[src/hw/accel_map.svh]
// register offsets, frame layout and field positions of the acceleration output words
`ifndef ACCEL_MAP_SVH
`define ACCEL_MAP_SVH

`define ACC_X_LOW_OFS    7'h10
`define ACC_X_MAIN_OFS   7'h12
`define ACC_Y_LOW_OFS    7'h14
`define ACC_Y_MAIN_OFS   7'h16
`define ACC_Z_LOW_OFS    7'h18
`define ACC_Z_MAIN_OFS   7'h1a

`define ACC_WORD_W       16
`define ACC_FULL_W       32
`define ACC_MAIN_MSB     31
`define ACC_MAIN_LSB     16
`define ACC_LOW_MSB      15
`define ACC_LOW_LSB      0

`define ACC_FRAME_BITS   5'h10
`define ACC_CNT_W        5
`define ACC_RW_BIT       15
`define ACC_ADDR_MSB     14
`define ACC_ADDR_LSB     8
`define ACC_ADDR_W       7
`define ACC_TX_MSB       15

`define ACC_WORD_ZERO    16'h0000
`define ACC_FULL_ZERO    32'h0000_0000
`define ACC_CNT_ZERO     5'h00
`define ACC_CNT_ONE      5'h01

`endif

[src/hw/accel_pkg.sv]
// types shared by the acceleration output register block
package accel_pkg;

  // one axis as delivered by the filter path: full signed result
  typedef logic signed [31:0] accel_full_t;

  typedef struct packed {
    accel_full_t x;
    accel_full_t y;
    accel_full_t z;
  } accel_sample_t;

  // one axis as stored: primary (upper) and secondary (lower) word
  typedef struct packed {
    logic [15:0] main_word;
    logic [15:0] low_word;
  } accel_axis_t;

  typedef struct packed {
    accel_axis_t x;
    accel_axis_t y;
    accel_axis_t z;
  } accel_bank_t;

  // serial pins after synchronisation
  typedef struct packed {
    logic sclk;
    logic cs_b;
    logic mosi;
  } serial_pins_t;

  typedef enum logic [1:0] {
    SER_IDLE,
    SER_SHIFT,
    SER_END
  } serial_state_t;

endpackage : accel_pkg

[src/hw/accel_sample_bank.sv]
// holding registers for the three axes, loaded together from the filter path
`timescale 1ns/10ps
`include "accel_map.svh"

module accel_sample_bank (
  // clock and reset
  input  wire logic                    mclk_i,
  input  wire logic                    rst_b_i,
  // filter path, same clock
  input  wire accel_pkg::accel_sample_t sample_i,
  input  wire logic                    sample_valid_i,
  // stored words
  output      accel_pkg::accel_bank_t  bank_o,
  output      logic                    updated_o
);
  import accel_pkg::*;

  accel_bank_t bank_reg;
  accel_bank_t bank_next;
  logic        updated_reg;
  logic        updated_next;

  // upper half is the primary word, lower half the extra filter resolution
  function automatic accel_axis_t split_axis(input accel_full_t full);
    accel_axis_t a;
    a.main_word = full[`ACC_MAIN_MSB:`ACC_MAIN_LSB];
    a.low_word  = full[`ACC_LOW_MSB:`ACC_LOW_LSB];
    return a;
  endfunction : split_axis

  always_comb begin
    bank_next    = bank_reg;
    updated_next = 1'b0;
    if (sample_valid_i) begin
      // all six words move in one edge so no pair is ever torn
      bank_next.x  = split_axis(sample_i.x);
      bank_next.y  = split_axis(sample_i.y);
      bank_next.z  = split_axis(sample_i.z);
      updated_next = 1'b1;
    end
  end

  always_ff @(posedge mclk_i or negedge rst_b_i) begin
    if (!rst_b_i) begin
      bank_reg    <= '0;
      updated_reg <= 1'b0;
    end else begin
      bank_reg    <= bank_next;
      updated_reg <= updated_next;
    end
  end

  assign bank_o    = bank_reg;
  assign updated_o = updated_reg;

endmodule : accel_sample_bank

[src/hw/accel_output_regs.sv]
// acceleration output registers read over a 16-bit serial register interface
`timescale 1ns/10ps
`include "accel_map.svh"

module accel_output_regs (
  // clock and reset
  input  wire logic                     mclk_i,
  input  wire logic                     rst_b_i,
  // filter path, same clock
  input  wire accel_pkg::accel_sample_t sample_i,
  input  wire logic                     sample_valid_i,
  // serial register pins
  input  wire logic                     sclk_i,
  input  wire logic                     cs_b_i,
  input  wire logic                     mosi_i,
  output      logic                     miso_o,
  output      logic                     miso_oe_o,
  // status
  output      logic                     data_ready_o
);
  import accel_pkg::*;

  // pin synchronisers
  serial_pins_t  pins_meta_reg;
  serial_pins_t  pins_sync_reg;
  serial_pins_t  pins_last_reg;

  // frame engine
  serial_state_t state_reg;
  serial_state_t state_next;
  logic [`ACC_CNT_W-1:0]  bit_cnt_reg;
  logic [`ACC_CNT_W-1:0]  bit_cnt_next;
  logic [`ACC_WORD_W-1:0] rx_reg;
  logic [`ACC_WORD_W-1:0] rx_next;
  logic [`ACC_WORD_W-1:0] tx_reg;
  logic [`ACC_WORD_W-1:0] tx_next;
  logic [`ACC_WORD_W-1:0] resp_reg;
  logic [`ACC_WORD_W-1:0] resp_next;
  logic                   miso_reg;
  logic                   miso_next;
  logic                   oe_reg;
  logic                   oe_next;
  logic                   ready_reg;

  // edges of the synchronised pins
  logic                   sclk_rise;
  logic                   sclk_fall;
  logic                   cs_fall;
  logic                   cs_rise;

  accel_bank_t            bank;
  logic                   bank_updated;

  accel_sample_bank u_bank (
    .mclk_i         (mclk_i),
    .rst_b_i        (rst_b_i),
    .sample_i       (sample_i),
    .sample_valid_i (sample_valid_i),
    .bank_o         (bank),
    .updated_o      (bank_updated)
  );

  // word address decode; unmapped offsets read as zero
  function automatic logic [`ACC_WORD_W-1:0] read_word(input logic [`ACC_ADDR_W-1:0] addr,
                                                       input accel_bank_t b);
    logic [`ACC_ADDR_W-1:0] word_addr;
    word_addr = {addr[`ACC_ADDR_W-1:1], 1'b0};
    case (word_addr)
      `ACC_X_LOW_OFS:  read_word = b.x.low_word;
      `ACC_X_MAIN_OFS: read_word = b.x.main_word;
      `ACC_Y_LOW_OFS:  read_word = b.y.low_word;
      `ACC_Y_MAIN_OFS: read_word = b.y.main_word;
      `ACC_Z_LOW_OFS:  read_word = b.z.low_word;
      `ACC_Z_MAIN_OFS: read_word = b.z.main_word;
      default:         read_word = `ACC_WORD_ZERO;
    endcase
  endfunction : read_word

  // two stages before any logic; the third copy only feeds edge detection
  always_ff @(posedge mclk_i or negedge rst_b_i) begin
    if (!rst_b_i) begin
      pins_meta_reg <= '{sclk: 1'b1, cs_b: 1'b1, mosi: 1'b0};
      pins_sync_reg <= '{sclk: 1'b1, cs_b: 1'b1, mosi: 1'b0};
      pins_last_reg <= '{sclk: 1'b1, cs_b: 1'b1, mosi: 1'b0};
    end else begin
      pins_meta_reg <= '{sclk: sclk_i, cs_b: cs_b_i, mosi: mosi_i};
      pins_sync_reg <= pins_meta_reg;
      pins_last_reg <= pins_sync_reg;
    end
  end

  assign sclk_rise = pins_sync_reg.sclk & ~pins_last_reg.sclk;
  assign sclk_fall = ~pins_sync_reg.sclk & pins_last_reg.sclk;
  assign cs_fall   = ~pins_sync_reg.cs_b & pins_last_reg.cs_b;
  assign cs_rise   = pins_sync_reg.cs_b & ~pins_last_reg.cs_b;

  // clock-idle-high framing: sample on rising, shift out on falling.
  // the answer to a read comes in the next frame, so no fast turnaround is needed;
  // sclk must stay below a quarter of mclk because of the synchronisers.
  always_comb begin
    state_next   = state_reg;
    bit_cnt_next = bit_cnt_reg;
    rx_next      = rx_reg;
    tx_next      = tx_reg;
    resp_next    = resp_reg;
    miso_next    = miso_reg;
    oe_next      = oe_reg;
    case (state_reg)
      SER_IDLE: begin
        oe_next   = 1'b0;
        miso_next = 1'b0;
        if (cs_fall) begin
          state_next   = SER_SHIFT;
          bit_cnt_next = `ACC_CNT_ZERO;
          tx_next      = resp_reg;
          miso_next    = resp_reg[`ACC_TX_MSB];
          oe_next      = 1'b1;
        end
      end
      SER_SHIFT: begin
        if (cs_rise) begin
          state_next = SER_END;
        end else begin
          if (sclk_rise) begin
            rx_next      = {rx_reg[`ACC_WORD_W-2:0], pins_sync_reg.mosi};
            bit_cnt_next = bit_cnt_reg + `ACC_CNT_ONE;
          end
          if (sclk_fall && bit_cnt_reg != `ACC_CNT_ZERO) begin
            tx_next   = {tx_reg[`ACC_WORD_W-2:0], 1'b0};
            miso_next = tx_reg[`ACC_TX_MSB-1];
          end
        end
      end
      SER_END: begin
        state_next = SER_IDLE;
        oe_next    = 1'b0;
        // released line rests low, never on the last shifted bit
        miso_next  = 1'b0;
        // a frame whose bit count modulo 32 is not 16 is dropped and the pending answer is kept
        if (bit_cnt_reg == `ACC_FRAME_BITS) begin
          if (rx_reg[`ACC_RW_BIT]) begin
            // all words here are read only: nothing is stored
            resp_next = `ACC_WORD_ZERO;
          end else begin
            resp_next = read_word(rx_reg[`ACC_ADDR_MSB:`ACC_ADDR_LSB], bank);
          end
        end
      end
      default: begin
        state_next = SER_IDLE;
        oe_next    = 1'b0;
        miso_next  = 1'b0;
      end
    endcase
  end

  always_ff @(posedge mclk_i or negedge rst_b_i) begin
    if (!rst_b_i) begin
      state_reg   <= SER_IDLE;
      bit_cnt_reg <= `ACC_CNT_ZERO;
      rx_reg      <= `ACC_WORD_ZERO;
      tx_reg      <= `ACC_WORD_ZERO;
      resp_reg    <= `ACC_WORD_ZERO;
      miso_reg    <= 1'b0;
      oe_reg      <= 1'b0;
      ready_reg   <= 1'b0;
    end else begin
      state_reg   <= state_next;
      bit_cnt_reg <= bit_cnt_next;
      rx_reg      <= rx_next;
      tx_reg      <= tx_next;
      resp_reg    <= resp_next;
      miso_reg    <= miso_next;
      oe_reg      <= oe_next;
      ready_reg   <= bank_updated;
    end
  end

  assign miso_o       = miso_reg;
  assign miso_oe_o    = oe_reg;
  assign data_ready_o = ready_reg;

endmodule : accel_output_regs

[config.mk]
export PLATFORM = sky130hd
export DESIGN_NAME = accel_output_regs
export DESIGN_NICKNAME = d
export VERILOG_FILES = /design/src/hw/accel_pkg.sv /design/src/hw/accel_sample_bank.sv /design/src/hw/accel_output_regs.sv
export VERILOG_INCLUDE_DIRS = /design/src /design/src/hw
export SDC_FILE = /design/constraint.sdc
export NUM_CORES = 1
export LEC_CHECK = 0
export BUFFER_PORTS_ARGS = -buffer_cell sky130_fd_sc_hd__buf_4
export CAP_MARGIN = 30
export CELL_PAD_IN_SITES_DETAIL_PLACEMENT = 2
export CELL_PAD_IN_SITES_GLOBAL_PLACEMENT = 2
export CORE_ASPECT_RATIO = 0.5
export CORE_MARGIN = 3
export CORE_UTILIZATION = 40
export DETAILED_ROUTE_END_ITERATION = 7
export PLACE_DENSITY_LB_ADDON = 0.1
export SYNTH_ARGS = -nofsm -noshare
export SYNTH_HDL_FRONTEND = slang
export SYNTH_HIERARCHICAL = 1
export SYNTH_SLANG_ARGS = --single-unit
[constraint.sdc]
create_clock -name mclk_i -period 2.05 [get_ports mclk_i]
set_input_delay 0.41 -clock mclk_i [delete_from_list [all_inputs] [get_ports mclk_i]]
set_output_delay 0.41 -clock mclk_i [all_outputs]
set_load 0.02 [all_outputs]
* After elaboration in Yosys (flattened, before gate mapping) *
Cells that the tools add are included.

word-level totals
  register bits = 162
  input port bits = 102
  output and inout port bits = 3
  word-level logic and storage cells = 77

cells by class
  add/subtract/negate cells = 1
  bitwise gates (word level) = 9
  reduce and logical (&&, ||, !) cells = 10
  eq/ne operators = 14
  mux-type cells = 20

operator list
  kind                                                                   number
  16-bit case mux with 6 select lines                                    1
  15-bit two-way mux                                                     3
  6-bit by 4-bit equality test with 1-bit output, second input constant  6
  15-bit case mux with 2 select lines                                    1
  16-bit two-way mux                                                     1
  5-bit two-way mux                                                      3
  2-bit inequality test, second input constant                           5
  5-bit case mux with 2 select lines                                     1
  4-bit AND reduction                                                    2
  2-bit AND reduction                                                    3
  5-bit by 1-bit adder with 5-bit output, second input constant          1
  5-bit equality test, second input constant                             1
  1-bit two-way mux                                                      5
  1-bit NOT                                                              5
  5-bit nonzero test                                                     1
  1-bit bitwise AND                                                      4
  2-bit two-way mux                                                      2
  1-bit case mux with 2 select lines                                     2
  2-bit case mux with 2 select lines                                     1
  3-bit AND reduction                                                    1
  2-bit by 1-bit equality test with 1-bit output, second input constant  1
  2-bit equality test, second input constant                             1
  2-bit logical NOT                                                      1
  2-bit nonzero test                                                     1
  1-bit logical AND                                                      1

* Logic depth before layout (Yosys ltp) *
Gate-level depths: netlist (run 1).

  depth in word-level cells = 6
  mapped depth = 7
  depth with buffers taken out = 6

* Modules after synthesis *
Netlist (run 1), hierarchy kept.

by module, submodules not included
  module             times used  cells each  sequential area each (um^2)  area each (um^2)
  accel_sample_bank  1           204         2427.3                       3789.9
  accel_output_regs  1           303         1634.1                       3465.8

* Least setup slack after synthesis (run 1) *
No wires, ideal clock.

  kind = register to register
  start point = register bit_cnt_reg[0]
  end point = register tx_reg[10]
  stages on the path, launching flop included = 8
  clock period less this slack = 1.759 ns
  required time = 1.925 ns
  path slack = 0.291 ns
  data arrival time = 1.634 ns
  cell sequence = dfrtp_1 > inv_1 > ha_1 > nor4b_1 > o21ai_0 > nand3b_2 > buf_6 > mux2_2

between the ends
  cells in the longest elaborated chain, start to end = 4

ends and longest elaborated chain
  what                                    RTL line                  source
  start: declaration                      accel_output_regs.sv:31   logic [`ACC_CNT_W-1:0] bit_cnt_reg;
  start signal: assignment                accel_output_regs.sv:160  bit_cnt_reg <= `ACC_CNT_ZERO;
  start signal: assignment                accel_output_regs.sv:169  bit_cnt_reg <= bit_cnt_next;
  5-bit nonzero test (no source line)     -
  1-bit logical AND (no source line)      -
  2-bit inequality test (no source line)  -
  4-bit AND reduction (no source line)    -
  end signal: assignment                  accel_output_regs.sv:162  tx_reg <= `ACC_WORD_ZERO;
  end signal: assignment                  accel_output_regs.sv:171  tx_reg <= tx_next;
  end: declaration                        accel_output_regs.sv:35   logic [`ACC_WORD_W-1:0] tx_reg;

Every way passes these cells.
A chain may end at the register's enable or synchronous reset.

* Worst setup path after layout (run 1) *
  start point = register bit_cnt_reg[0]
  end point = register resp_reg[8]

between the ends
  cells in the longest elaborated chain, start to end = 2

ends and longest elaborated chain
  what                                  RTL line                  source
  5-bit equality test (no source line)  -
  2-bit AND reduction (no source line)  -
  end signal: assignment                accel_output_regs.sv:163  resp_reg <= `ACC_WORD_ZERO;
  end signal: assignment                accel_output_regs.sv:172  resp_reg <= resp_next;
  end: declaration                      accel_output_regs.sv:37   logic [`ACC_WORD_W-1:0] resp_reg;

Every way passes these cells.

==> results of run 1 <==
## repair_timing
item | 4_1_cts | 5_1_grt
hold buffers | 1 | 0
setup buffers | 0 | 0
hold endpoints to repair | 36 | 0
pin swaps | 0 | 0
endpoints found under the setup margin | 15 | 9
resized for setup | 2 | 1
## power by group through the flow
stage	logic (mW)	registers (mW)	clock network, mW
after floorplan	0.539	3.64	0
after global placement	0.870	3.67	0
after detailed placement	0.909	3.68	0
after CTS	0.933	3.64	3.65
after global routing	1.01	3.67	3.82
final	0.923	3.63	3.57
## area by class of cell
type,instances,share of cell area (%)
clock buffer,19,5.03
clock inverter,13,2.29
inverter,4,0.167
multi-input combinational,312,32.8
sequential,162,45.1
tap,234,3.25
timing repair buffer,123,11.3
## cells by family after synthesis
group | share of synthesized area, %
DFF | 56.0
buffers and inverters | 3.57
muxes | 28.5
adders and majority gates | 0.483
AOI/OAI and AO/OA | 5.12
xor gates and xnor gates | 0.362
and+or+nand+nor | 5.95
## worst paths after layout
| path | endpoint | slack (ps) | depth (start not counted) |
|---|---|---|---|
| setup / recovery | resp_reg[8]$_DFFE_PN0P_ | 170 | 7 |
| hold / removal | pins_meta_reg[0]$_DFF_PN0_ | 90 | 1 |
| setup reg to reg | resp_reg[8]$_DFFE_PN0P_ | 170 | 7 |
| hold reg to reg | pins_sync_reg[0]$_DFF_PN0_ | 350 | 0 |
| max in group asynchronous | u_bank/bank_o[23]$_DFFE_PN0P_ | 890 | 3 |
| min in group asynchronous | miso_o$_DFFE_PN0P_ | 480 | 2 |
## synth_stat cells (2+ instances only)
| cell | number |
|---|---|
| sky130_fd_sc_hd__a21oi_1 | 2 |
| sky130_fd_sc_hd__dfstp_2 | 6 |
| sky130_fd_sc_hd__buf_2 | 14 |
| sky130_fd_sc_hd__and2_1 | 2 |
| sky130_fd_sc_hd__ha_1 | 2 |
| sky130_fd_sc_hd__mux2_4 | 40 |
| sky130_fd_sc_hd__buf_6 | 5 |
| sky130_fd_sc_hd__mux2_2 | 86 |
| sky130_fd_sc_hd__nand2b_1 | 3 |
| sky130_fd_sc_hd__o21ai_0 | 3 |
| sky130_fd_sc_hd__buf_12 | 4 |
| sky130_fd_sc_hd__nor2b_1 | 3 |
| sky130_fd_sc_hd__o22ai_1 | 6 |
| sky130_fd_sc_hd__dfrtp_1 | 156 |
| sky130_fd_sc_hd__nor2_1 | 25 |
| sky130_fd_sc_hd__nor4b_2 | 2 |
| sky130_fd_sc_hd__nand2_1 | 44 |
| sky130_fd_sc_hd__and4bb_2 | 2 |
| sky130_fd_sc_hd__xor2_1 | 3 |
| sky130_fd_sc_hd__o22ai_2 | 10 |
| sky130_fd_sc_hd__nand2_2 | 2 |
| sky130_fd_sc_hd__nand4_1 | 3 |
| sky130_fd_sc_hd__inv_1 | 4 |
| sky130_fd_sc_hd__clkbuf_1 | 4 |
| sky130_fd_sc_hd__mux2i_1 | 49 |
| sky130_fd_sc_hd__a221o_1 | 16 |
## through the flow
step           instances  instance area, um^2  power (mW)  hold WS [ps]
6_report             867                 9000        8.12          93.7
3_5_place_dp         834                 8310        4.59           338
4_1_cts              867                 8990        8.22          72.0
5_1_grt              867                 9000        8.50          61.7
3_3_place_gp         833                 8310        4.54           332
2_1_floorplan        507                 7260        4.18           114
## per-layer routing
layer  up-vias  part of all wire (%)  track usage, %
met5         -                  0.15               0
met4         4                  0.56            4.16
met3        12                   3.7            5.32
met2        65                    46            32.4
met1      2354                    50            29.6
li1       2040                     -               -
## worst reg2reg max path: cells and delay by family, from the launching register on
family	cells	cell delay (ps)
compound gates	1	190
fa+ha+maj	1	190
simple gates	3	690
flops	1	400
buf+inv	2	360
==> run_summary.xml, run 1 <==
<?xml version="1.0" encoding="UTF-8"?>
<metrics>
  <group name="outcome">
    <metric name="run_status" unit="">finished clean</metric>
  </group>
  <group name="die">
    <metric name="die_y" unit="um">101</metric>
    <metric name="std_cell_rows" unit="">34</metric>
    <metric name="design.core.area" unit="mm^2">0.0176</metric>
    <metric name="start_util" unit="%">41.3</metric>
    <metric name="die_w" unit="um">196</metric>
    <metric name="io_pins" unit="">105</metric>
    <metric name="dieArea" unit="mm^2">0.0199</metric>
  </group>
  <group name="timing">
    <metric name="final_critical_path_setup_slack" unit="ps">166</metric>
    <metric name="tns" unit="ps">0</metric>
    <metric name="relSlewSlack" unit="%">50.3</metric>
    <metric name="report.final.slew_viol_count" unit="">0</metric>
    <metric name="hold_viol_final" unit="">0</metric>
    <metric name="finClkSkew" unit="ps">9.28</metric>
    <metric name="timing.final.crit_share" unit="%">91.9</metric>
    <metric name="setup-violations-final" unit="">0</metric>
    <metric name="worst_slew_pin_slew" unit="ps">746</metric>
    <metric name="timing.fmax" unit="MHz">531</metric>
    <metric name="timing.final.crit_period" unit="ps">1880</metric>
    <metric name="rsz0062_at_grt" unit="">no</metric>
  </group>
  <group name="logic_synthesis">
    <metric name="synthDominantCellAreaShare" unit="%">53.8</metric>
    <metric name="post_synth_inst_count" unit="">507</metric>
    <metric name="synth_sequential_area_ratio" unit="%">56.0</metric>
    <metric name="synthFlopType" unit="">sky130_fd_sc_hd__dfrtp_1</metric>
    <metric name="synth-edff-count" unit="">0</metric>
    <metric name="yosysTopAreaCell" unit="">sky130_fd_sc_hd__dfrtp_1</metric>
    <metric name="synth.ff_latch_count" unit="">162</metric>
    <metric name="synthDistinctLibCells" unit="">37</metric>
    <metric name="post_synth_instance_area" unit="mm^2">0.00726</metric>
    <metric name="post_synth_main_area_contributors" unit="">sky130_fd_sc_hd__dfrtp_1 (54%), sky130_fd_sc_hd__mux2_2 (13%), sky130_fd_sc_hd__mux2_4 (8.3%), sky130_fd_sc_hd__mux2i_1 (6.8%), sky130_fd_sc_hd__nand2_1 (2.3%)</metric>
    <metric name="synthesized_nets" unit="">611</metric>
    <metric name="avgSynthCellArea" unit="um^2">14.3</metric>
    <metric name="ys.warnings.count" unit="">6</metric>
    <metric name="synthArstFlopShare" unit="%">100</metric>
  </group>
  <group name="placed_design">
    <metric name="place_congestion" unit="">0.739</metric>
    <metric name="placed_wire_length_estimate" unit="um">12900</metric>
    <metric name="port_buffers" unit="">104</metric>
    <metric name="dp_worst_setup_slack" unit="ps">-2.39</metric>
  </group>
  <group name="pwr">
    <metric name="combPwrFrac" unit="%">11.4</metric>
    <metric name="total_leakage_power" unit="nW">4.13</metric>
    <metric name="power.switching" unit="mW">1.89</metric>
    <metric name="power_per_cell_area" unit="mW/mm^2">903</metric>
    <metric name="sequential_group_share_of_total_power" unit="%">44.7</metric>
    <metric name="share_clk_of_total_power" unit="%">43.9</metric>
    <metric name="max-vdd-ir-drop" unit="mV">0.527</metric>
    <metric name="internal-power" unit="mW">6.23</metric>
    <metric name="p_sw_share" unit="%">23.3</metric>
  </group>
  <group name="clock_network">
    <metric name="cts_htree_levels" unit="">4</metric>
    <metric name="insertion_delay" unit="ps">420</metric>
    <metric name="clk_root_buffer_cell" unit="">sky130_fd_sc_hd__clkbuf_16</metric>
    <metric name="cts_num_sinks" unit="">162</metric>
    <metric name="cts_made_buffers" unit="">17</metric>
    <metric name="worst_setup_hold_path_clk_slew" unit="ps">70</metric>
    <metric name="ctsLongestPathBuffers" unit="">2</metric>
    <metric name="tritoncts" unit="">yes</metric>
  </group>
  <group name="route">
    <metric name="wl_per_cell" unit="um">22.3</metric>
    <metric name="vias" unit="">4475</metric>
    <metric name="first_iter_violations" unit="">154</metric>
    <metric name="drt_pass1_iterations" unit="">5</metric>
    <metric name="drt-total-wl" unit="um">19300</metric>
    <metric name="post-route-drc-count" unit="">0</metric>
    <metric name="via_per_instance_ratio" unit="">5.16</metric>
    <metric name="antenna_left" unit="">0</metric>
  </group>
  <group name="global_routing">
    <metric name="grt_max_degree" unit="">60</metric>
    <metric name="grt_pass1_wl" unit="um">31100</metric>
    <metric name="grt_pass1_vias" unit="">5315</metric>
    <metric name="grt_overflow" unit="">0</metric>
    <metric name="track_usage" unit="%">20.7</metric>
    <metric name="initial_antenna_violation_count" unit="">2</metric>
  </group>
  <group name="critical_path">
    <metric name="worstSetupEndpointType" unit="">register</metric>
    <metric name="timing.critical_path.max_delay_family" unit="">simple AND/OR/NAND/NOR gates</metric>
    <metric name="timing.critical_path.from" unit="">bit_cnt_reg[0]$_DFFE_PN0P_</metric>
    <metric name="buffers_and_inverters_on_the_worst_path" unit="">2</metric>
    <metric name="max_stage_delay" unit="ps">400</metric>
    <metric name="critPathArrivalTime" unit="ps">2230</metric>
    <metric name="timing.critical_path.cells" unit="">inv_1, ha_1, and4bb_2, nand2_2, nor2_2, buf_4, a221o_1</metric>
    <metric name="cpMaxStageDelayCell" unit="">sky130_fd_sc_hd__dfrtp_1</metric>
    <metric name="critPathLaunchType" unit="">register</metric>
    <metric name="worst-setup-path-type" unit="">register to register</metric>
    <metric name="worstPathMaxFanout" unit="">9</metric>
    <metric name="reg2reg_from" unit="">bit_cnt_reg[0]$_DFFE_PN0P_</metric>
    <metric name="cp.required" unit="ps">2400</metric>
  </group>
  <group name="cells_and_area">
    <metric name="area_growth_syn_to_layout" unit="%">24.0</metric>
    <metric name="drive_gt1_share" unit="%">48.5</metric>
    <metric name="largest_register_ffs" unit="">96</metric>
    <metric name="filler_cell_count" unit="">1677</metric>
    <metric name="final_cell_mix" unit="">sky130_fd_sc_hd__dfrtp_1 (155), sky130_fd_sc_hd__buf_4 (114), sky130_fd_sc_hd__mux2_2 (86), sky130_fd_sc_hd__mux2i_1 (49), sky130_fd_sc_hd__nand2_1 (44)</metric>
    <metric name="final_common_cell" unit="">sky130_fd_sc_hd__dfrtp_1</metric>
    <metric name="antenna_cells_inserted" unit="">0</metric>
    <metric name="sequential_cell_area" unit="mm^2">0.00406</metric>
    <metric name="multi_input_comb_area" unit="mm^2">0.00295</metric>
    <metric name="finalCoreUtilization" unit="%">51.2</metric>
    <metric name="layout.nets" unit="">724</metric>
  </group>
  <group name="run">
    <metric name="cap_violations" unit="">0</metric>
  </group>
  <group name="hold_path">
    <metric name="hold_path_startpoint" unit="">mosi_i</metric>
    <metric name="hp-class" unit="">primary input to register</metric>
  </group>
</metrics>
(Power assumes the default switching activity.)
==> run 2, diff against run 1 <==
CORE_ASPECT_RATIO = default   (was 0.5)
==> run_summary.xml, run 2 (synthesized netlist as in run 1, its figures left out) <==
<?xml version="1.0" encoding="UTF-8"?>
<metrics>
  <group name="timing">
    <metric name="timing.final.crit_period" unit="ps">1860</metric>
    <metric name="timing.fmax" unit="MHz">539</metric>
    <metric name="fin_worst_hold_slack" unit="ps">87.7</metric>
    <metric name="rsz0062_at_grt" unit="">no</metric>
    <metric name="report.final.slew_viol_count" unit="">0</metric>
    <metric name="worst_slew_pin_slew" unit="ps">739</metric>
    <metric name="setup-violations-final" unit="">0</metric>
    <metric name="relSlewSlack" unit="%">50.7</metric>
    <metric name="timing.final.crit_share" unit="%">90.5</metric>
    <metric name="tns" unit="ps">0</metric>
    <metric name="final_critical_path_setup_slack" unit="ps">194</metric>
    <metric name="finClkSkew" unit="ps">13.5</metric>
    <metric name="hold_viol_final" unit="">0</metric>
  </group>
  <group name="cells_and_area">
    <metric name="layout.nets" unit="">722</metric>
    <metric name="antenna_cells_inserted" unit="">0</metric>
    <metric name="final_common_cell" unit="">sky130_fd_sc_hd__dfrtp_1</metric>
    <metric name="final_cell_mix" unit="">sky130_fd_sc_hd__dfrtp_1 (155), sky130_fd_sc_hd__buf_4 (110), sky130_fd_sc_hd__mux2_2 (86), sky130_fd_sc_hd__mux2i_1 (49), sky130_fd_sc_hd__nand2_1 (44)</metric>
    <metric name="largest_register_ffs" unit="">96</metric>
    <metric name="area_growth_syn_to_layout" unit="%">22.8</metric>
    <metric name="filler_cell_count" unit="">1668</metric>
    <metric name="drive_gt1_share" unit="%">48.2</metric>
  </group>
  <group name="placed_design">
    <metric name="placed_wire_length_estimate" unit="um">12400</metric>
    <metric name="port_buffers" unit="">104</metric>
    <metric name="place_congestion" unit="">0.775</metric>
    <metric name="dp_worst_setup_slack" unit="ps">85.8</metric>
  </group>
  <group name="critical_path">
    <metric name="critPathArrivalTime" unit="ps">2160</metric>
    <metric name="worstPathMaxFanout" unit="">15</metric>
    <metric name="cp.required" unit="ps">2350</metric>
    <metric name="critPathLaunchType" unit="">register</metric>
    <metric name="worst-setup-path-type" unit="">register to register</metric>
    <metric name="worstSetupEndpointType" unit="">register</metric>
  </group>
  <group name="clock_network">
    <metric name="clk_root_buffer_cell" unit="">sky130_fd_sc_hd__clkbuf_16</metric>
    <metric name="post-cts-setup-buffers" unit="">0</metric>
    <metric name="ctsLongestPathBuffers" unit="">2</metric>
    <metric name="cts_made_buffers" unit="">17</metric>
    <metric name="cts_num_sinks" unit="">162</metric>
    <metric name="tritoncts" unit="">yes</metric>
    <metric name="cts_htree_levels" unit="">4</metric>
    <metric name="insertion_delay" unit="ps">430</metric>
    <metric name="worst_setup_hold_path_clk_slew" unit="ps">60</metric>
  </group>
  <group name="global_routing">
    <metric name="grt_max_degree" unit="">67</metric>
    <metric name="initial_antenna_violation_count" unit="">0</metric>
    <metric name="track_usage" unit="%">18.9</metric>
    <metric name="grt_overflow" unit="">0</metric>
    <metric name="grt_pass1_wl" unit="um">29100</metric>
    <metric name="grt_pass1_vias" unit="">5144</metric>
  </group>
  <group name="pwr">
    <metric name="power_per_cell_area" unit="mW/mm^2">868</metric>
    <metric name="sequential_group_share_of_total_power" unit="%">46.9</metric>
    <metric name="max-vdd-ir-drop" unit="mV">0.597</metric>
    <metric name="total_leakage_power" unit="nW">4.07</metric>
    <metric name="p_sw_share" unit="%">24.6</metric>
    <metric name="internal-power" unit="mW">5.83</metric>
    <metric name="p_total" unit="mW">7.74</metric>
    <metric name="share_clk_of_total_power" unit="%">41.4</metric>
    <metric name="power.switching" unit="mW">1.91</metric>
    <metric name="combPwrFrac" unit="%">11.7</metric>
  </group>
  <group name="die">
    <metric name="die_y" unit="um">141</metric>
    <metric name="std_cell_rows" unit="">48</metric>
    <metric name="start_util" unit="%">41.4</metric>
    <metric name="dieArea" unit="mm^2">0.0198</metric>
    <metric name="die_w" unit="um">141</metric>
    <metric name="io_pins" unit="">105</metric>
    <metric name="design.core.area" unit="mm^2">0.0175</metric>
  </group>
  <group name="run">
    <metric name="cap_violations" unit="">0</metric>
  </group>
  <group name="route">
    <metric name="antenna_left" unit="">0</metric>
    <metric name="first_iter_violations" unit="">159</metric>
    <metric name="vias" unit="">4454</metric>
    <metric name="post-route-drc-count" unit="">0</metric>
    <metric name="drt-total-wl" unit="um">17900</metric>
    <metric name="via_per_instance_ratio" unit="">5.20</metric>
    <metric name="drt_pass1_iterations" unit="">4</metric>
    <metric name="wl_per_cell" unit="um">20.9</metric>
  </group>
  <group name="hold_path">
    <metric name="hp-class" unit="">primary input to register</metric>
  </group>
  <group name="outcome">
    <metric name="run_status" unit="">finished clean</metric>
  </group>
</metrics>
==> run 2: cell types whose count changed in the layout (fill, tap and decap cells not counted), moves of 2 or more <==
cell | before | now
sky130_fd_sc_hd__clkinv_2 | 3 | 1
sky130_fd_sc_hd__inv_6 | 1 | 3
sky130_fd_sc_hd__clkinvlp_4 | 2 | 5
sky130_fd_sc_hd__bufinv_16 | 5 | 2
sky130_fd_sc_hd__buf_4 | 114 | 110
==> run 2: worst paths after layout <==
path	to	cells past startpoint	startpoint	slack, ps
setup / recovery	tx_reg[8]$_DFFE_PN0P_	7	bit_cnt_reg[1]$_DFFE_PN0P_	190
hold / removal	pins_meta_reg[0]$_DFF_PN0_	1	mosi_i	90
setup reg to reg	tx_reg[8]$_DFFE_PN0P_	7	bit_cnt_reg[1]$_DFFE_PN0P_	190
hold reg to reg	data_ready_o$_DFF_PN0_	0	u_bank/updated_o$_DFF_PN0_	350
max in group asynchronous	rx_reg[11]$_DFFE_PN0P_	3	rst_b_i	870
min in group asynchronous	u_bank/bank_o[8]$_DFFE_PN0P_	2	rst_b_i	460
==> run 2: critical path, cell delays in order, from the launching register on <==
cell,delay (ps)
sky130_fd_sc_hd__dfrtp_1,410
sky130_fd_sc_hd__inv_1,90
sky130_fd_sc_hd__ha_1,170
sky130_fd_sc_hd__nor4b_2,250
sky130_fd_sc_hd__o21ai_0,150
sky130_fd_sc_hd__nand3b_2,140
sky130_fd_sc_hd__buf_12,160
sky130_fd_sc_hd__mux2_2,350
==> run 2: cell type report <==
cell class / count / area (um^2) / area share [%]
inverter: 4 / 15.0 / 0.168
clock inverter: 14 / 155 / 1.74
timing repair buffer: 121 / 1020 / 11.4
multi-input combinational: 312 / 2940 / 33.0
sequential: 162 / 4060 / 45.6
tap: 225 / 282 / 3.16
clock buffer: 18 / 439 / 4.93
==> run 2: power groups by stage <==
stage               clock network, mW  logic, mW  registers [mW]
finish                           3.20      0.903            3.63
global route                     3.44      0.990            3.67
CTS                              3.27      0.922            3.64
detailed placement                  0      0.909            3.69
global placement                    0      0.869            3.66
floorplan                           0      0.539            3.64
==> run 2: per-stage QoR <==
step	util [%]	cell area [um^2]	instances
floorplan	-	7260	507
global placement	47.3	8290	822
detailed placement	47.3	8300	823
CTS	50.8	8910	856
global route	50.8	8910	856
finish	50.8	8910	856
==> run 2: per-layer routing <==
layer	global-route usage [%]	vias up	wire, um
met5	0	-	0
met4	5.15	0	175
met3	4.51	12	667
met2	30.5	75	8860
met1	25.7	2339	8190
li1	-	2028	-
==> run 2: timing repair <==
action	in CTS	in global routing
hold buffers	1	0
gates resized for setup	0	1
endpoints found under the setup margin	0	6
hold endpoints to repair	34	0
==> run 3, diff against run 2 <==
CORE_MARGIN = default   (was 3)
==> run_summary.xml, run 3 (synthesized netlist as in run 1, its figures left out) <==
<?xml version="1.0" encoding="UTF-8"?>
<metrics>
  <group name="outcome">
    <metric name="run_status" unit="">finished clean</metric>
  </group>
  <group name="pwr">
    <metric name="sequential_group_share_of_total_power" unit="%">46.5</metric>
    <metric name="max-vdd-ir-drop" unit="mV">0.594</metric>
    <metric name="share_clk_of_total_power" unit="%">41.7</metric>
    <metric name="power_per_cell_area" unit="mW/mm^2">874</metric>
    <metric name="p_sw_share" unit="%">25.0</metric>
    <metric name="combPwrFrac" unit="%">11.8</metric>
    <metric name="internal-power" unit="mW">5.84</metric>
    <metric name="total_leakage_power" unit="nW">4.09</metric>
    <metric name="power.switching" unit="mW">1.95</metric>
  </group>
  <group name="global_routing">
    <metric name="track_usage" unit="%">21.3</metric>
    <metric name="grt_max_degree" unit="">57</metric>
    <metric name="initial_antenna_violation_count" unit="">0</metric>
    <metric name="grt_overflow" unit="">0</metric>
    <metric name="grt_pass1_vias" unit="">5158</metric>
    <metric name="grt_pass1_wl" unit="um">29000</metric>
  </group>
  <group name="critical_path">
    <metric name="reg2reg_to" unit="">tx_reg[2]$_DFFE_PN0P_</metric>
    <metric name="critPathLaunchType" unit="">register</metric>
    <metric name="worstSetupEndpointType" unit="">register</metric>
    <metric name="worst-r2r-cell-count" unit="">7</metric>
    <metric name="critPathArrivalTime" unit="ps">2230</metric>
    <metric name="cpMaxStageDelayCell" unit="">sky130_fd_sc_hd__dfrtp_1</metric>
    <metric name="reg2reg_from" unit="">bit_cnt_reg[0]$_DFFE_PN0P_</metric>
    <metric name="max_stage_delay" unit="ps">410</metric>
    <metric name="reg2reg_slack" unit="ps">130</metric>
    <metric name="worstPathMaxFanout" unit="">15</metric>
    <metric name="timing.critical_path.cells" unit="">inv_1, ha_1, nor4b_4, o21ai_0, nand3b_2, buf_12, mux2_2</metric>
    <metric name="cp.required" unit="ps">2360</metric>
    <metric name="timing.critical_path.from" unit="">bit_cnt_reg[0]$_DFFE_PN0P_</metric>
    <metric name="endpoint" unit="">tx_reg[2]$_DFFE_PN0P_</metric>
    <metric name="worst-setup-path-type" unit="">register to register</metric>
  </group>
  <group name="timing">
    <metric name="relSlewSlack" unit="%">68.0</metric>
    <metric name="worst_slew_pin_slew" unit="ps">479</metric>
    <metric name="report.final.slew_viol_count" unit="">0</metric>
    <metric name="hold_viol_final" unit="">0</metric>
    <metric name="timing.fmax" unit="MHz">521</metric>
    <metric name="final_critical_path_setup_slack" unit="ps">131</metric>
    <metric name="rsz0062_at_grt" unit="">no</metric>
    <metric name="timing.final.crit_share" unit="%">93.6</metric>
    <metric name="setup-violations-final" unit="">0</metric>
    <metric name="timing.final.crit_period" unit="ps">1920</metric>
    <metric name="fin_worst_hold_slack" unit="ps">80.7</metric>
    <metric name="finClkSkew" unit="ps">9.87</metric>
  </group>
  <group name="clock_network">
    <metric name="insertion_delay" unit="ps">440</metric>
    <metric name="cts_num_sinks" unit="">162</metric>
    <metric name="clk_root_buffer_cell" unit="">sky130_fd_sc_hd__clkbuf_16</metric>
    <metric name="cts_htree_levels" unit="">4</metric>
    <metric name="ctsLongestPathBuffers" unit="">2</metric>
    <metric name="cts_made_buffers" unit="">17</metric>
    <metric name="tritoncts" unit="">yes</metric>
    <metric name="worst_setup_hold_path_clk_slew" unit="ps">70</metric>
  </group>
  <group name="route">
    <metric name="vias" unit="">4456</metric>
    <metric name="post-route-drc-count" unit="">0</metric>
    <metric name="wl_per_cell" unit="um">21.4</metric>
    <metric name="drt-total-wl" unit="um">18300</metric>
    <metric name="via_per_instance_ratio" unit="">5.19</metric>
    <metric name="first_iter_violations" unit="">186</metric>
    <metric name="antenna_left" unit="">0</metric>
    <metric name="drt_pass1_iterations" unit="">4</metric>
  </group>
  <group name="hold_path">
    <metric name="hp-class" unit="">primary input to register</metric>
  </group>
  <group name="die">
    <metric name="die_y" unit="um">137</metric>
    <metric name="dieArea" unit="mm^2">0.0187</metric>
    <metric name="die_w" unit="um">137</metric>
    <metric name="io_pins" unit="">105</metric>
    <metric name="design.core.area" unit="mm^2">0.0175</metric>
    <metric name="std_cell_rows" unit="">48</metric>
    <metric name="start_util" unit="%">41.5</metric>
  </group>
  <group name="placed_design">
    <metric name="port_buffers" unit="">104</metric>
    <metric name="place_congestion" unit="">0.738</metric>
    <metric name="dp_worst_setup_slack" unit="ps">13.6</metric>
    <metric name="placed_wire_length_estimate" unit="um">12600</metric>
  </group>
  <group name="cells_and_area">
    <metric name="finalCoreUtilization" unit="%">51.1</metric>
    <metric name="final_common_cell" unit="">sky130_fd_sc_hd__dfrtp_1</metric>
    <metric name="final_cell_mix" unit="">sky130_fd_sc_hd__dfrtp_1 (155), sky130_fd_sc_hd__buf_4 (113), sky130_fd_sc_hd__mux2_2 (86), sky130_fd_sc_hd__mux2i_1 (49), sky130_fd_sc_hd__nand2_1 (44)</metric>
    <metric name="area_growth_syn_to_layout" unit="%">23.0</metric>
    <metric name="largest_register_ffs" unit="">96</metric>
    <metric name="antenna_cells_inserted" unit="">0</metric>
    <metric name="drive_gt1_share" unit="%">48.2</metric>
    <metric name="layout.nets" unit="">724</metric>
  </group>
  <group name="run">
    <metric name="cap_violations" unit="">0</metric>
  </group>
</metrics>
[run 3: cell count changes in the layout (fill, tap and decap cells not counted)]
cell                         delta
sky130_fd_sc_hd__buf_12         -1
sky130_fd_sc_hd__buf_4          +3
sky130_fd_sc_hd__clkbuf_1       +1
sky130_fd_sc_hd__clkinvlp_4     -2
sky130_fd_sc_hd__inv_6          +1
sky130_fd_sc_hd__nor4b_2        -1
sky130_fd_sc_hd__nor4b_4        +1
[run 3: power by group through the flow]
stage	registers, mW	clock network, mW	logic [mW]
after floorplan	3.64	0	0.539
after detailed placement	3.69	0	0.911
after CTS	3.63	3.33	0.926
after global routing	3.66	3.44	0.995
after global placement	3.66	0	0.864
final	3.63	3.25	0.916
[run 3: critical path: cells and delay by family, from the launching register on]
family	cells	cell delay [ps]
multiplexers	1	340
AND/OR/NAND/NOR	2	410
buffers and inverters	2	260
flip-flops	1	410
adder cells (fa/ha/maj)	1	190
AO/OA/AOI/OAI	1	180
[run 3: final cells by class]
cell class,count,area (um^2)
fill,1637,8550
inverter,4,15.0
sequential,162,4060
multi-input combinational,312,2950
clock buffer,19,443
tap,225,282
clock inverter,13,149
timing repair buffer,123,1020
[run 3: worst min path at each step]
stage                 start                             to  slack [ps]  cells after the start
floorplan           rst_b_i     bit_cnt_reg[0]$_DFFE_PN0P_         110                      0
global placement    rst_b_i  u_bank/bank_o[74]$_DFFE_PN0P_         320                      1
detailed placement  rst_b_i  u_bank/bank_o[74]$_DFFE_PN0P_         330                      1
CTS                  mosi_i     pins_meta_reg[0]$_DFF_PN0_          60                      1
global route         sclk_i     pins_meta_reg[2]$_DFF_PN1_          60                      1
finish               mosi_i     pins_meta_reg[0]$_DFF_PN0_          80                      1
[run 3: metal layers]
layer	wire length [um]	GRT usage, %
met5	0	0
met3	710	4.85
met1	8050	26.5
met4	214	7.04
met2	9350	36.4
[run 3: through the flow]
stage	instances	cell area (um^2)	TNS, ps	total power [mW]
floorplan	507	7260	0	4.18
global placement	824	8290	-1420	4.52
detailed placement	825	8310	0	4.60
CTS	858	8910	0	7.89
global route	858	8920	0	8.10
finish	858	8920	0	7.79
[run 3: timing repair]
item                                    CTS  global route
resized for setup                         1             1
hold buffers                              1             0
endpoints found under the setup margin   14             9
setup buffers                             0             0
endpoints found under the hold margin    32             0
